### src/logic/afd_pkg.sv
// constants and types shared by the alpha-field decoder
package afd_pkg;
    localparam logic [7:0]  AFD_SCHEME_RAW   = 8'h80;
    localparam logic [7:0]  AFD_SCHEME_HALF  = 8'h81;
    localparam logic [7:0]  AFD_SCHEME_FULL  = 8'h82;
    localparam logic [7:0]  AFD_PAD_BYTE     = 8'hFF;
    localparam logic [15:0] AFD_PAD_PAIR     = 16'hFFFF;
    localparam int          AFD_OFS_MSB      = 6;
    localparam int          AFD_HALF_SHIFT   = 7;
    localparam int          AFD_FLAG_BIT     = 7;

    typedef enum logic [2:0] {
        AFD_ST_HEAD,
        AFD_ST_COUNT,
        AFD_ST_BASE_HI,
        AFD_ST_BASE_LO,
        AFD_ST_BODY,
        AFD_ST_SKIP
    } afd_state_e;

    typedef enum logic [1:0] {
        AFD_MODE_PLAIN,
        AFD_MODE_RAW,
        AFD_MODE_HALF,
        AFD_MODE_FULL
    } afd_mode_e;
endpackage

### src/logic/afd_decoder.sv
`timescale 1ns/1ps
// alpha-field record decoder: byte stream in, character stream out
// Functional notes
// - first byte 80: following byte pairs are 16-bit characters, no count
// - in scheme 80, first byte of pair is the upper half
// - scheme 80 trailing FF padding and lone final byte are not emitted
// - first byte 81: second byte is the character count
// - scheme 81 base pointer is third byte shifted left by seven
// - scheme 81 bytes: top bit clear alphabet char, set base plus offset
// - first byte 82: count, then two bytes of full base pointer
// - scheme 82 bytes: top bit clear alphabet char, set base plus offset
// - counted schemes emit exactly count chars; FF inside count is valid
// - a record uses one coding only, chosen by its first byte
// - all three schemes are supported
module afd_decoder (
    input  wire logic        clk,
    input  wire logic        rst,
    input  wire logic [7:0]  in_data,
    input  wire logic        in_last,
    input  wire logic        in_valid,
    output logic             in_ready,
    output logic [15:0]      out_char,
    output logic             out_ucs2,
    output logic             out_last,
    output logic             out_valid,
    input  wire logic        out_ready
);
    import afd_pkg::*;

    function automatic logic [15:0] afd_alpha_char(input logic [7:0] b);
        return {9'h000, b[AFD_OFS_MSB:0]};
    endfunction

    afd_state_e  state_r, state_nxt;
    afd_mode_e   mode_r, mode_nxt;
    logic [7:0]  count_r, count_nxt;
    logic [15:0] base_r, base_nxt;
    logic [7:0]  hi_r, hi_nxt;
    logic        have_hi_r, have_hi_nxt;
    logic [15:0] oc_r, oc_nxt;
    logic        ou_r, ou_nxt;
    logic        ol_r, ol_nxt;
    logic        ov_r, ov_nxt;
    logic [15:0] map_char;
    logic        map_ucs2;
    logic        take;
    logic        slot_free;

    afd_symbol_map u_map (
        .body_byte    (in_data),
        .base_ptr     (base_r),
        .char_code    (map_char),
        .char_is_ucs2 (map_ucs2)
    );

    assign out_char  = oc_r;
    assign out_ucs2  = ou_r;
    assign out_last  = ol_r;
    assign out_valid = ov_r;
    // one-deep output holding stage; input stalls while it is occupied and out_ready is low
    assign slot_free = !ov_r || out_ready;
    assign in_ready  = slot_free;
    assign take      = in_valid && in_ready;

    always_comb begin
        state_nxt   = state_r;
        mode_nxt    = mode_r;
        count_nxt   = count_r;
        base_nxt    = base_r;
        hi_nxt      = hi_r;
        have_hi_nxt = have_hi_r;
        oc_nxt      = oc_r;
        ou_nxt      = ou_r;
        ol_nxt      = ol_r;
        ov_nxt      = ov_r;
        if (ov_r && out_ready) begin
            ov_nxt = 1'b0;
        end
        if (take) begin
            case (state_r)
                AFD_ST_HEAD: begin
                    have_hi_nxt = 1'b0;
                    // scheme selected by the first byte only
                    if (in_data == AFD_SCHEME_RAW) begin
                        mode_nxt  = AFD_MODE_RAW;
                        state_nxt = in_last ? AFD_ST_HEAD : AFD_ST_BODY;
                    end else if (in_data == AFD_SCHEME_HALF) begin
                        mode_nxt  = AFD_MODE_HALF;
                        state_nxt = in_last ? AFD_ST_HEAD : AFD_ST_COUNT;
                    end else if (in_data == AFD_SCHEME_FULL) begin
                        mode_nxt  = AFD_MODE_FULL;
                        state_nxt = in_last ? AFD_ST_HEAD : AFD_ST_COUNT;
                    end else begin
                        // plain alphabet record, first byte is a character
                        mode_nxt  = AFD_MODE_PLAIN;
                        oc_nxt    = afd_alpha_char(in_data);
                        ou_nxt    = 1'b0;
                        ol_nxt    = in_last;
                        ov_nxt    = 1'b1;
                        state_nxt = in_last ? AFD_ST_HEAD : AFD_ST_BODY;
                    end
                end
                AFD_ST_COUNT: begin
                    count_nxt = in_data;
                    state_nxt = in_last ? AFD_ST_HEAD : AFD_ST_BASE_HI;
                end
                AFD_ST_BASE_HI: begin
                    if (mode_r == AFD_MODE_HALF) begin
                        // bit 15 and bits 6..0 forced to zero
                        base_nxt  = 16'(in_data) << AFD_HALF_SHIFT;
                        state_nxt = in_last ? AFD_ST_HEAD : AFD_ST_BODY;
                    end else begin
                        base_nxt  = {in_data, 8'h00};
                        state_nxt = in_last ? AFD_ST_HEAD : AFD_ST_BASE_LO;
                    end
                    if (count_r == 8'h00) begin
                        state_nxt = in_last ? AFD_ST_HEAD : AFD_ST_SKIP;
                    end
                end
                AFD_ST_BASE_LO: begin
                    base_nxt  = {base_r[15:8], in_data};
                    state_nxt = in_last ? AFD_ST_HEAD : AFD_ST_BODY;
                end
                AFD_ST_BODY: begin
                    if (mode_r == AFD_MODE_PLAIN) begin
                        oc_nxt    = afd_alpha_char(in_data);
                        ou_nxt    = 1'b0;
                        ol_nxt    = in_last;
                        ov_nxt    = 1'b1;
                        state_nxt = in_last ? AFD_ST_HEAD : AFD_ST_BODY;
                    end else if (mode_r == AFD_MODE_RAW) begin
                        if (!have_hi_r) begin
                            // lone final byte is padding, never emitted
                            hi_nxt      = in_data;
                            have_hi_nxt = !in_last;
                            state_nxt   = in_last ? AFD_ST_HEAD : AFD_ST_BODY;
                        end else begin
                            have_hi_nxt = 1'b0;
                            if ({hi_r, in_data} == AFD_PAD_PAIR) begin
                                // padding reached, drop rest of record
                                state_nxt = in_last ? AFD_ST_HEAD : AFD_ST_SKIP;
                            end else begin
                                oc_nxt    = {hi_r, in_data};
                                ou_nxt    = 1'b1;
                                ol_nxt    = in_last;
                                ov_nxt    = 1'b1;
                                state_nxt = in_last ? AFD_ST_HEAD : AFD_ST_BODY;
                            end
                        end
                    end else begin
                        // FF inside count decodes as base plus 7F
                        oc_nxt    = map_char;
                        ou_nxt    = map_ucs2;
                        count_nxt = count_r - 8'h01;
                        ol_nxt    = in_last || (count_r == 8'h01);
                        ov_nxt    = 1'b1;
                        if (in_last) begin
                            state_nxt = AFD_ST_HEAD;
                        end else if (count_r == 8'h01) begin
                            state_nxt = AFD_ST_SKIP;
                        end else begin
                            state_nxt = AFD_ST_BODY;
                        end
                    end
                end
                AFD_ST_SKIP: begin
                    state_nxt = in_last ? AFD_ST_HEAD : AFD_ST_SKIP;
                end
                default: begin
                    state_nxt = AFD_ST_HEAD;
                end
            endcase
        end
    end

    always_ff @(posedge clk) begin
        if (rst) begin
            state_r   <= AFD_ST_HEAD;
            mode_r    <= AFD_MODE_PLAIN;
            count_r   <= 8'h00;
            base_r    <= 16'h0000;
            hi_r      <= 8'h00;
            have_hi_r <= 1'b0;
            oc_r      <= 16'h0000;
            ou_r      <= 1'b0;
            ol_r      <= 1'b0;
            ov_r      <= 1'b0;
        end else begin
            state_r   <= state_nxt;
            mode_r    <= mode_nxt;
            count_r   <= count_nxt;
            base_r    <= base_nxt;
            hi_r      <= hi_nxt;
            have_hi_r <= have_hi_nxt;
            oc_r      <= oc_nxt;
            ou_r      <= ou_nxt;
            ol_r      <= ol_nxt;
            ov_r      <= ov_nxt;
        end
    end

    raw_pair_a: assert property (@(posedge clk) disable iff (rst)
        (take && state_r == AFD_ST_BODY && mode_r == AFD_MODE_RAW && have_hi_r
         && {hi_r, in_data} != AFD_PAD_PAIR)
        |=> (out_valid && out_ucs2 && out_char == {$past(hi_r), $past(in_data)}))
        else $error("raw pair not assembled high byte first");

    raw_pad_a: assert property (@(posedge clk) disable iff (rst)
        (take && state_r == AFD_ST_BODY && mode_r == AFD_MODE_RAW && have_hi_r
         && {hi_r, in_data} == AFD_PAD_PAIR) |=> (state_r != AFD_ST_BODY))
        else $error("decoding continued past padding pair");

    raw_odd_a: assert property (@(posedge clk) disable iff (rst)
        (take && state_r == AFD_ST_BODY && mode_r == AFD_MODE_RAW && !have_hi_r && in_last)
        |=> (!out_valid && state_r == AFD_ST_HEAD))
        else $error("lone trailing byte was emitted");

    half_base_a: assert property (@(posedge clk) disable iff (rst)
        (take && state_r == AFD_ST_BASE_HI && mode_r == AFD_MODE_HALF)
        |=> (base_r == {1'b0, $past(in_data), 7'h00}))
        else $error("half-page base pointer wrong");

    full_base_a: assert property (@(posedge clk) disable iff (rst)
        (take && state_r == AFD_ST_BASE_LO) |=> (base_r[7:0] == $past(in_data)))
        else $error("full base pointer low byte wrong");

    offset_char_a: assert property (@(posedge clk) disable iff (rst)
        (take && state_r == AFD_ST_BODY && (mode_r == AFD_MODE_HALF || mode_r == AFD_MODE_FULL)
         && in_data[AFD_FLAG_BIT])
        |=> (out_ucs2 && out_char == $past(base_r) + {9'h000, $past(in_data[AFD_OFS_MSB:0])}))
        else $error("offset character not base plus offset");

    count_end_a: assert property (@(posedge clk) disable iff (rst)
        (take && state_r == AFD_ST_BODY && mode_r != AFD_MODE_RAW && mode_r != AFD_MODE_PLAIN
         && count_r == 8'h01) |=> (out_last && state_r != AFD_ST_BODY))
        else $error("count exhausted without ending record");

    plain_pass_a: assert property (@(posedge clk) disable iff (rst)
        (take && state_r == AFD_ST_HEAD && in_data != AFD_SCHEME_RAW
         && in_data != AFD_SCHEME_HALF && in_data != AFD_SCHEME_FULL)
        |=> (out_valid && !out_ucs2 && out_char == {9'h000, $past(in_data[AFD_OFS_MSB:0])}))
        else $error("plain byte not passed through");

    out_hold_a: assert property (@(posedge clk) disable iff (rst)
        (out_valid && !out_ready) |=> (out_valid && $stable(out_char) && $stable(out_last)))
        else $error("output dropped before acceptance");

    out_once_a: assert property (@(posedge clk) disable iff (rst)
        (out_valid && out_ready && !take) |=> !out_valid)
        else $error("accepted character offered twice");

    count_load_a: assert property (@(posedge clk) disable iff (rst)
        (take && state_r == AFD_ST_COUNT) |=> (count_r == $past(in_data)))
        else $error("character count not loaded");

    count_step_a: assert property (@(posedge clk) disable iff (rst)
        (take && state_r == AFD_ST_BODY && (mode_r == AFD_MODE_HALF || mode_r == AFD_MODE_FULL))
        |=> (count_r == $past(count_r) - 8'h01))
        else $error("count not stepped per character");

    ff_valid_a: assert property (@(posedge clk) disable iff (rst)
        (take && state_r == AFD_ST_BODY && (mode_r == AFD_MODE_HALF || mode_r == AFD_MODE_FULL)
         && in_data == AFD_PAD_BYTE)
        |=> (out_valid && out_ucs2 && out_char == $past(base_r) + 16'h007F))
        else $error("FF inside count not decoded as a character");

    alpha_char_a: assert property (@(posedge clk) disable iff (rst)
        (take && state_r == AFD_ST_BODY && (mode_r == AFD_MODE_HALF || mode_r == AFD_MODE_FULL)
         && !in_data[AFD_FLAG_BIT])
        |=> (out_valid && !out_ucs2 && out_char == afd_alpha_char($past(in_data))))
        else $error("alphabet byte in counted record mis-decoded");

    head_quiet_a: assert property (@(posedge clk) disable iff (rst)
        (take && state_r == AFD_ST_HEAD && (in_data == AFD_SCHEME_RAW || in_data == AFD_SCHEME_HALF
         || in_data == AFD_SCHEME_FULL)) |=> (!out_valid && mode_r != AFD_MODE_PLAIN))
        else $error("scheme byte emitted as a character");

    hdr_quiet_a: assert property (@(posedge clk) disable iff (rst)
        (take && (state_r == AFD_ST_COUNT || state_r == AFD_ST_BASE_HI || state_r == AFD_ST_BASE_LO))
        |=> !out_valid)
        else $error("count or base byte emitted as a character");

    full_hi_a: assert property (@(posedge clk) disable iff (rst)
        (take && state_r == AFD_ST_BASE_HI && mode_r == AFD_MODE_FULL)
        |=> (base_r[15:8] == $past(in_data)))
        else $error("full base pointer high byte wrong");

    skip_quiet_a: assert property (@(posedge clk) disable iff (rst)
        (take && state_r == AFD_ST_SKIP) |=> !out_valid)
        else $error("byte after record end emitted");

    rec_end_a: assert property (@(posedge clk) disable iff (rst)
        (take && in_last) |=> (state_r == AFD_ST_HEAD))
        else $error("record end not returned to header");

    mode_hold_a: assert property (@(posedge clk) disable iff (rst)
        (state_r != AFD_ST_HEAD) |=> $stable(mode_r))
        else $error("coding changed inside a record");

    plain_body_a: assert property (@(posedge clk) disable iff (rst)
        (take && state_r == AFD_ST_BODY && mode_r == AFD_MODE_PLAIN)
        |=> (out_valid && !out_ucs2 && out_char == afd_alpha_char($past(in_data))))
        else $error("plain body byte not passed through");
endmodule

### src/logic/afd_symbol_map.sv
`timescale 1ns/1ps
// maps one body byte of a counted record to a character
module afd_symbol_map (
    input  wire logic [7:0]  body_byte,
    input  wire logic [15:0] base_ptr,
    output logic      [15:0] char_code,
    output logic             char_is_ucs2
);
    import afd_pkg::*;

    always_comb begin
        char_is_ucs2 = body_byte[AFD_FLAG_BIT];
        if (body_byte[AFD_FLAG_BIT]) begin
            char_code = base_ptr + {9'h000, body_byte[AFD_OFS_MSB:0]};
        end else begin
            char_code = {9'h000, body_byte[AFD_OFS_MSB:0]};
        end
    end
endmodule

### config.mk
export PLATFORM = sky130hd
export DESIGN_NAME = afd_decoder
export DESIGN_NICKNAME = d
export VERILOG_FILES = /design/src/logic/afd_pkg.sv /design/src/logic/afd_decoder.sv /design/src/logic/afd_symbol_map.sv
export SDC_FILE = /design/constraint.sdc
export NUM_CORES = 1
export LEC_CHECK = 0
export BUFFER_PORTS_ARGS = -buffer_cell sky130_fd_sc_hd__buf_2
export CAP_MARGIN = 20
export CORE_ASPECT_RATIO = 1.1
export CORE_UTILIZATION = 60
export CTS_CLUSTER_SIZE = 10
export DETAILED_ROUTE_END_ITERATION = 16
export HOLD_SLACK_MARGIN = 0.05
export PLACE_DENSITY_LB_ADDON = 0.3
export SYNTH_ARGS = -nofsm -noshare
export SYNTH_HDL_FRONTEND = slang
export SYNTH_SLANG_ARGS = --single-unit
### constraint.sdc
create_clock -name clk -period 6.15 [get_ports clk]
set_input_delay 1.23 -clock clk [delete_from_list [all_inputs] [get_ports clk]]
set_output_delay 1.23 -clock clk [all_outputs]
set_load 0.01 [all_outputs]
# Word level (Yosys, flattened, before mapping)
# Cells that the tools add are included.
# totals
ff_bits,57
in_bits,13
out_inout_bits,20
# classes
n_addsub,2
n_eq_ne,20
mux,64
bitwise_logic,3
reduce_logical,19
# op_table
operator,n
$mux 16,9
$pmux 16 s2,2
$mux 3,12
$mux 1,28
$eq 8x8->1 const B,3
$pmux 3 s6,1
$add 16x7->16,1
$eq 16x16->1 const B,1
$mux 8,2
$pmux 8 s2,1
$ne 2x2->1 const B,6
$mux 2,5
$eq 8x1->1 const B,1
$logic_not 8->1,1
$ne 4x4->1 const B,2
$pmux 1 s2,4
$reduce_and 4->1,2
$sub 8x1->8 const B,1
$reduce_and 7->1,1
$eq 3x2->1 const B,2
$eq 3x3->1 const B,2
$reduce_bool 2->1,3
$reduce_and 5->1,1
$reduce_and 2->1,2
other kinds (10),15

# Depth between registers and ports, before layout
# Gate-level depths: netlist (run 1).
# logic_depth
word_depth,8
depth_mapped,8
ltp_nobuf,7

# Modules after synthesis
# Synthesis (run 1) repeated with hierarchy kept, for this count alone.
# hier_totals
cells_unflattened,410
hier_area_um2,3403.3
# by_module_without_submodules
module,n_inst,cells_per_inst,area_per_inst_um2,seq_area_each_um2
afd_decoder,1,330,2763.9,1141.1
afd_symbol_map,1,80,639.4,0.0

# Worst setup path after synthesis (run 1)
# Ideal clock, no wire load.
# synth_path
kind,input to register
from,input in_data[0]
to,register oc_r[6] (netlist: out_char[6])
arrival_time_ns,3.020
slack_ns,3.055
cell_stages,7
n_path_buf,0
cell_sequence,ha_1 -> fa_1 -> a211oi_1 -> o21ai_0 -> nand3_1 -> or3b_2 -> a31oi_1
# synth_via
elab_chain_cells,5
elab_cells_between_ends,14
# synth_rtl
element,line,rtl
"start, declared",afd_decoder.sv:18,"input wire logic [7:0] in_data,"
$add 16x7->16,afd_symbol_map.sv:14,"char_code = base_ptr + {9'h000, body_byte[AFD_OFS_MSB:0]};"
$mux 16,afd_symbol_map.sv:13,if (body_byte[AFD_FLAG_BIT]) begin
$mux 16,afd_decoder.sv:131,end else if (mode_r == AFD_MODE_RAW) begin
$mux 16,afd_decoder.sv:125,if (mode_r == AFD_MODE_PLAIN) begin
$pmux 16 s2,afd_decoder.sv:80,case (state_r)
"end signal, assigned",afd_decoder.sv:195,oc_r <= oc_nxt;
"end, declared",afd_decoder.sv:40,"logic [15:0] oc_r, oc_nxt;"
# Parallel ways exist; a longest one is shown, timed or not.
# A chain may end at the register's enable or synchronous reset.

# Worst setup path in the final report (run 1)
# Same ends and word-level chain as after synthesis.

==> flow_metrics.tcl, run 1 <==
set metrics [dict create \
    io_buffers 32 \
    avgSynthCellArea_um2 8.17 \
    r2r-start "state_r[2]" \
    yosysTopAreaCellShare 0.342 \
    met1_usage 0.398 \
    syn-cell-area_um2 3340 \
    cts_setup_buffers 0 \
    hold_depth 2 \
    irDropWorstVdd_mv 0.134 \
    ys_seq_area_frac 0.342 \
    whs_ns 0.467 \
    fp.dieW_um 73.1 \
    r2r_slack_ns 3.36 \
    drv_cap 0 \
    drc_errors 0 \
    cp.arrival_ns 3.47 \
    fin_setup_tns_ns 0 \
    ctsRootBufferMaster "clkbuf_8" \
    cts_resized 0 \
    nNetsFinal 450 \
    syn_nets 432 \
    postSynthRegisterBits 57 \
    status "finished clean" \
    path_cells "buf_2, ha_1, fa_1, a211oi_1, o21ai_0, nand3_1, or3b_2, a31oi_1" \
    cts_max_level 3 \
    design.die.area_um2 5870 \
    finalSetupViolations 0 \
    antenna_cells 0 \
    crit_type "in2reg" \
    wirelength_um 8620 \
    cts_tree "yes" \
    crit_path_top_delay_cell "a211oi_1" \
    leakage_uw 0.00138 \
    slew_violations 0 \
    synthCells 409 \
    grt_pass1_wl_um 14300 \
    post-route-period-util 0.518 \
    ant_nets 0 \
    hold_buffers 0 \
    power.density_nw_per_um2 229 \
    clkSlewWorstSetupHoldPaths_ns 0.07 \
    n_fill_cell 426 \
    synthArstFlopShare 0 \
    place_congestion 0.891 \
    hp-class "reg2reg" \
    drt_first_pass_iters 5 \
    fin_skew_ns 0.00912 \
    r2r_cells 5 \
    wire_per_inst_um 17.0 \
    rows 28 \
    busiest_layer "met2" \
    antenna_found_initial 0 \
    yosysWarnings 0 \
    period_needed_ns 3.19 \
    hold_violations 0 \
    startpoint_type "primary input" \
    min_from "out_char[2]" \
    chipHeight_um 80.3 \
    vias_per_cell 6.40 \
    core_area_um2 5360 \
    use_met2 0.504 \
    grt_usage 0.321 \
    ys.flop_type "dfxtp_1" \
    cts_max_path_buffers 2 \
    ys_top_cells_by_area "dfxtp_1 34%, mux2i_1 5.1%, nor2_1 5.1%" \
    vias 3243 \
    grt_start_max_net_pins 52 \
    rsz0062_at_grt "no" \
    synth_cell_types 57 \
    gr-usage-met3 0.0715 \
    endpoint_kind "register" \
    start_util 0.623 \
    synthTopCellsByCount "57 x dfxtp_1, 45 x nor2_1, 44 x nand2_1, 31 x a21oi_1" \
    r2r_end "hi_r[2]" \
    dp_hpwl_um 5920 \
    synth_area_leader_cell "dfxtp_1" \
    drive_gt1_frac 0.153 \
    io_pins 33 \
    p_total_uw 852 \
    area_growth_pct 11.2 \
    cts.sink_count 57 \
    dr.first_iter.drc_count 228 \
    timing.fmax_mhz 314 \
    clk_latency_ns 0.35 \
    crit_required_ns 6.43 \
    cp_max_fo 11 \
    synth_edf_count 0 \
    cts_made_buffers 9 \
    worst_path_largest_cell_delay_ns 0.46 \
    min_to "out_char[2]" \
    tightest_slew_ns 0.988 \
    slew_headroom 0.336 \
    grt_pass1_vias 3013 \
    synth.most_common_cell "dfxtp_1" \
    grt-ovfl-total 0 \
]
==> flip-flops by register name, summed over array words and instances (netlist names) <==
name and cells:
base_r 16, out_char 16, count_r 8, hi_r 8, state_r 3, mode_r 2, have_hi_r 1, out_last 1
out_ucs2 1, out_valid 1
==> through the flow <==
| step | utilization | setup WS, ns | std cells | instance area [um^2] |
|---|---|---|---|---|
| after global placement | 0.648 | 2.75 | 490 | 3480 |
| after global routing | 0.693 | 2.78 | 507 | 3720 |
| after CTS | 0.691 | 2.99 | 506 | 3700 |
| after detailed placement | 0.648 | 2.62 | 490 | 3480 |
| after floorplan | - | 3.06 | 409 | 3340 |
| final | 0.693 | 2.96 | 507 | 3720 |
==> routing by layer <==
metal / share of wire / wire length [um] / vias to the layer above
li1: - / - / 1533
met4: 0.042 / 360 / 0
met5: 0 / 0 / -
met1: 0.43 / 3730 / 1532
met2: 0.47 / 4030 / 147
met3: 0.058 / 497 / 31
==> logic make-up (layout without fill, tap and decap cells) <==
logic type / count (synthesis) / count (layout) / synth area share
AOI/OAI and AO/OA: 101 / 101 / 0.230
xor gates and xnor gates: 10 / 10 / 0.0262
adders and majority gates: 10 / 10 / 0.0397
buffers and inverters: 39 / 62 / 0.0502
DFF: 57 / 57 / 0.342
muxes: 17 / 17 / 0.0509
and+or+nand+nor: 175 / 175 / 0.262
==> worst max path at each step <==
stage | start | to | slack [ns]
2_1_floorplan | in_data[0] | out_char[6] | 3.06
3_3_place_gp | in_data[0] | out_char[6] | 2.75
3_5_place_dp | in_data[0] | out_char[6] | 2.62
4_1_cts | in_data[0] | out_char[6] | 2.99
5_1_grt | in_data[0] | out_char[6] | 2.78
6_report | in_data[0] | out_char[6] | 2.96
==> final cells by class <==
type	instances	area, um^2	share of cell area
Multi-Input combinational cell	313	2030	0.547
Clock inverter	5	77.6	0.0209
Timing Repair Buffer	33	171	0.0461
Sequential cell	57	1140	0.307
Inverter	13	48.8	0.0131
Clock buffer	11	151	0.0407
Tap cell	75	93.8	0.0253
==> placed cells by master, fill, tap and decap left out, drive strengths merged, types with 11 or more instances in the layout <==
cell    instances
nand3          22
dfxtp          57
mux2i          17
nor3           13
clkbuf         11
buf            33
inv            13
nand2          44
a21oi          31
o21ai          22
nor2           45
==> where the power goes <==
| group | internal [uW] | switching [uW] |
|---|---|---|
| Sequential | 375 | 5.11 |
| Clock | 249 | 157 |
| Combinational | 21.7 | 45.1 |
| Total | 645 | 207 |
==> critical path: cells and delay by family <==
family                   cells  cell delay, ns
AO/OA/AOI/OAI                3            0.83
adder cells (fa/ha/maj)      2            0.67
buffers and inverters        1            0.18
AND/OR/NAND/NOR              2            0.55
Power figures use the tool's default switching activity.
==> run 2, diff against run 1 <==
CORE_UTILIZATION = 59   (was 60)
clock period = 3.32 ns   (was 6.15 ns; I/O delays follow)
==> run 2 against run 1 <==
Compared with the run above:
- global-route usage decreased by 0.16 points
- sequential power increased by 85%
- register-to-register slack got worse by 2.6 ns
- clock-buffer cell count decreased by 2
- via count decreased by 0.86%
- power increased by 75%
- sequential share of layout area decreased by 0.062 points
- die area increased by 1.6%
- cell count increased by 1.2%
==> flow_metrics.tcl, run 2 (synthesis gave the netlist of run 1 again) <==
set metrics [dict create \
    fin_skew_ns 0.00942 \
    grt_pass1_wl_um 14300 \
    crit_path_top_delay_cell "a211oi_1" \
    final_common_cell "dfxtp_1" \
    drv_cap 0 \
    io_pins 33 \
    cp_max_fo 4 \
    grt_usage 0.320 \
    irDropWorstVdd_mv 0.311 \
    nNetsFinal 456 \
    drive_gt1_frac 0.164 \
    fin_setup_tns_ns 0 \
    dp_hpwl_um 6110 \
    rows 28 \
    place_area_um2 3530 \
    crit_required_ns 3.54 \
    ctsRootBufferMaster "clkbuf_8" \
    slew_violations 0 \
    core_area_um2 5430 \
    dr.first_iter.drc_count 282 \
    cts_made_buffers 9 \
    rsz0062_at_grt "no" \
    design.die.area_um2 5970 \
    power.density_nw_per_um2 400 \
    worst_path_largest_cell_delay_ns 0.45 \
    cts_setup_buffers 0 \
    post-route-period-util 0.767 \
    place_congestion 0.922 \
    hold_violations 0 \
    hold_buffers 0 \
    final_cell_mix "57 x dfxtp_1, 45 x nor2_1, 44 x nand2_1, 32 x buf_2, 31 x a21oi_1" \
    crit_type "in2reg" \
    antenna_cells 0 \
    cp.arrival_ns 2.77 \
    grt-ovfl-total 0 \
    wirelength_um 8940 \
    area_growth_pct 11.5 \
    slew_headroom 0.365 \
    endpoint_kind "register" \
    drc_errors 0 \
    finalSetupViolations 0 \
    status "finished clean" \
    path_cells "buf_2, ha_1, fa_1, a211oi_1, o21ai_0, nand3_1, xor2_1, o221ai_2" \
    vias 3215 \
    period_needed_ns 2.55 \
    vias_per_cell 6.27 \
    cts_resized 0 \
    final_cell_area_um2 3720 \
    pre_cts_ws_ns 0.431 \
    cts_max_level 3 \
    chipHeight_um 80.9 \
    fp.dieW_um 73.7 \
    tightest_slew_ns 0.953 \
    clkSlewWorstSetupHoldPaths_ns 0.07 \
    drt_first_pass_iters 5 \
    antenna_found_initial 0 \
    ant_nets 0 \
    timing.fmax_mhz 392 \
    start_util 0.615 \
    grt_pass1_vias 2954 \
    leakage_uw 0.00138 \
    hp-class "reg2reg" \
    io_buffers 32 \
    cts_max_path_buffers 2 \
    clk_latency_ns 0.36 \
    instances_no_fill 513 \
    startpoint_type "primary input" \
    dp_cells 497 \
    wire_per_inst_um 17.4 \
    grt_start_max_net_pins 52 \
    setup_ws_ns 0.772 \
    cts.sink_count 57 \
    cts_tree "yes" \
]
## run 2: cell count changes in the layout (fill, tap and decap cells not counted), sizes merged
cell | previous run | this run
buf | 33 | 39
clkbuf | 11 | 9
clkinvlp | 1 | 3
bufinv | 2 | 1
clkinv | 2 | 3
## run 2: final timing paths
kind                       to  slack, ns       start  cells after the start
setup / recovery  out_char[8]       0.77  in_data[0]                      8
hold / removal      base_r[2]       0.48   base_r[2]                      2
setup reg to reg  out_char[6]       0.80  state_r[2]                      5
hold reg to reg     base_r[2]       0.48   base_r[2]                      2
## run 2: layout make-up
cell class,count,area (um^2)
Timing Repair Buffer,39,213
Fill cell,443,1710
Clock inverter,7,71.3
Inverter,13,48.8
Tap cell,75,93.8
Multi-Input combinational cell,313,2030
Sequential cell,57,1140
Clock buffer,9,124
## run 2: routing by layer
layer | wire, um | vias to the layer above | GRT usage
met1 | 3770 | 1513 | 0.397
met4 | 208 | 0 | 0.142
met2 | 4430 | 133 | 0.530
met3 | 533 | 22 | 0.0670
met5 | 0 | - | 0
li1 | - | 1547 | -
## run 2: power by group
group	internal [uW]	switching, uW	total [uW]	leakage, uW
Sequential	694	9.53	703	0.000461
Combinational	43.2	85.7	129	0.000830
Clock	344	312	656	0.0000912
## run 2: metrics by stage
step           power [uW]  hold slack, ns  utilization
5_1_grt              1530           0.486        0.686
6_report             1490           0.475        0.686
3_3_place_gp          842           0.452        0.650
3_5_place_dp          845           0.463        0.650
4_1_cts              1480           0.477        0.686
2_1_floorplan         802           0.441            -
## run 2: critical path, delay by kind of cell
family	cells	cell delay, ns
AOI/OAI and AO/OA	3	0.94
xor gates and xnor gates	1	0.21
adders and majority gates	2	0.65
buffers and inverters	1	0.11
and+or+nand+nor	1	0.20
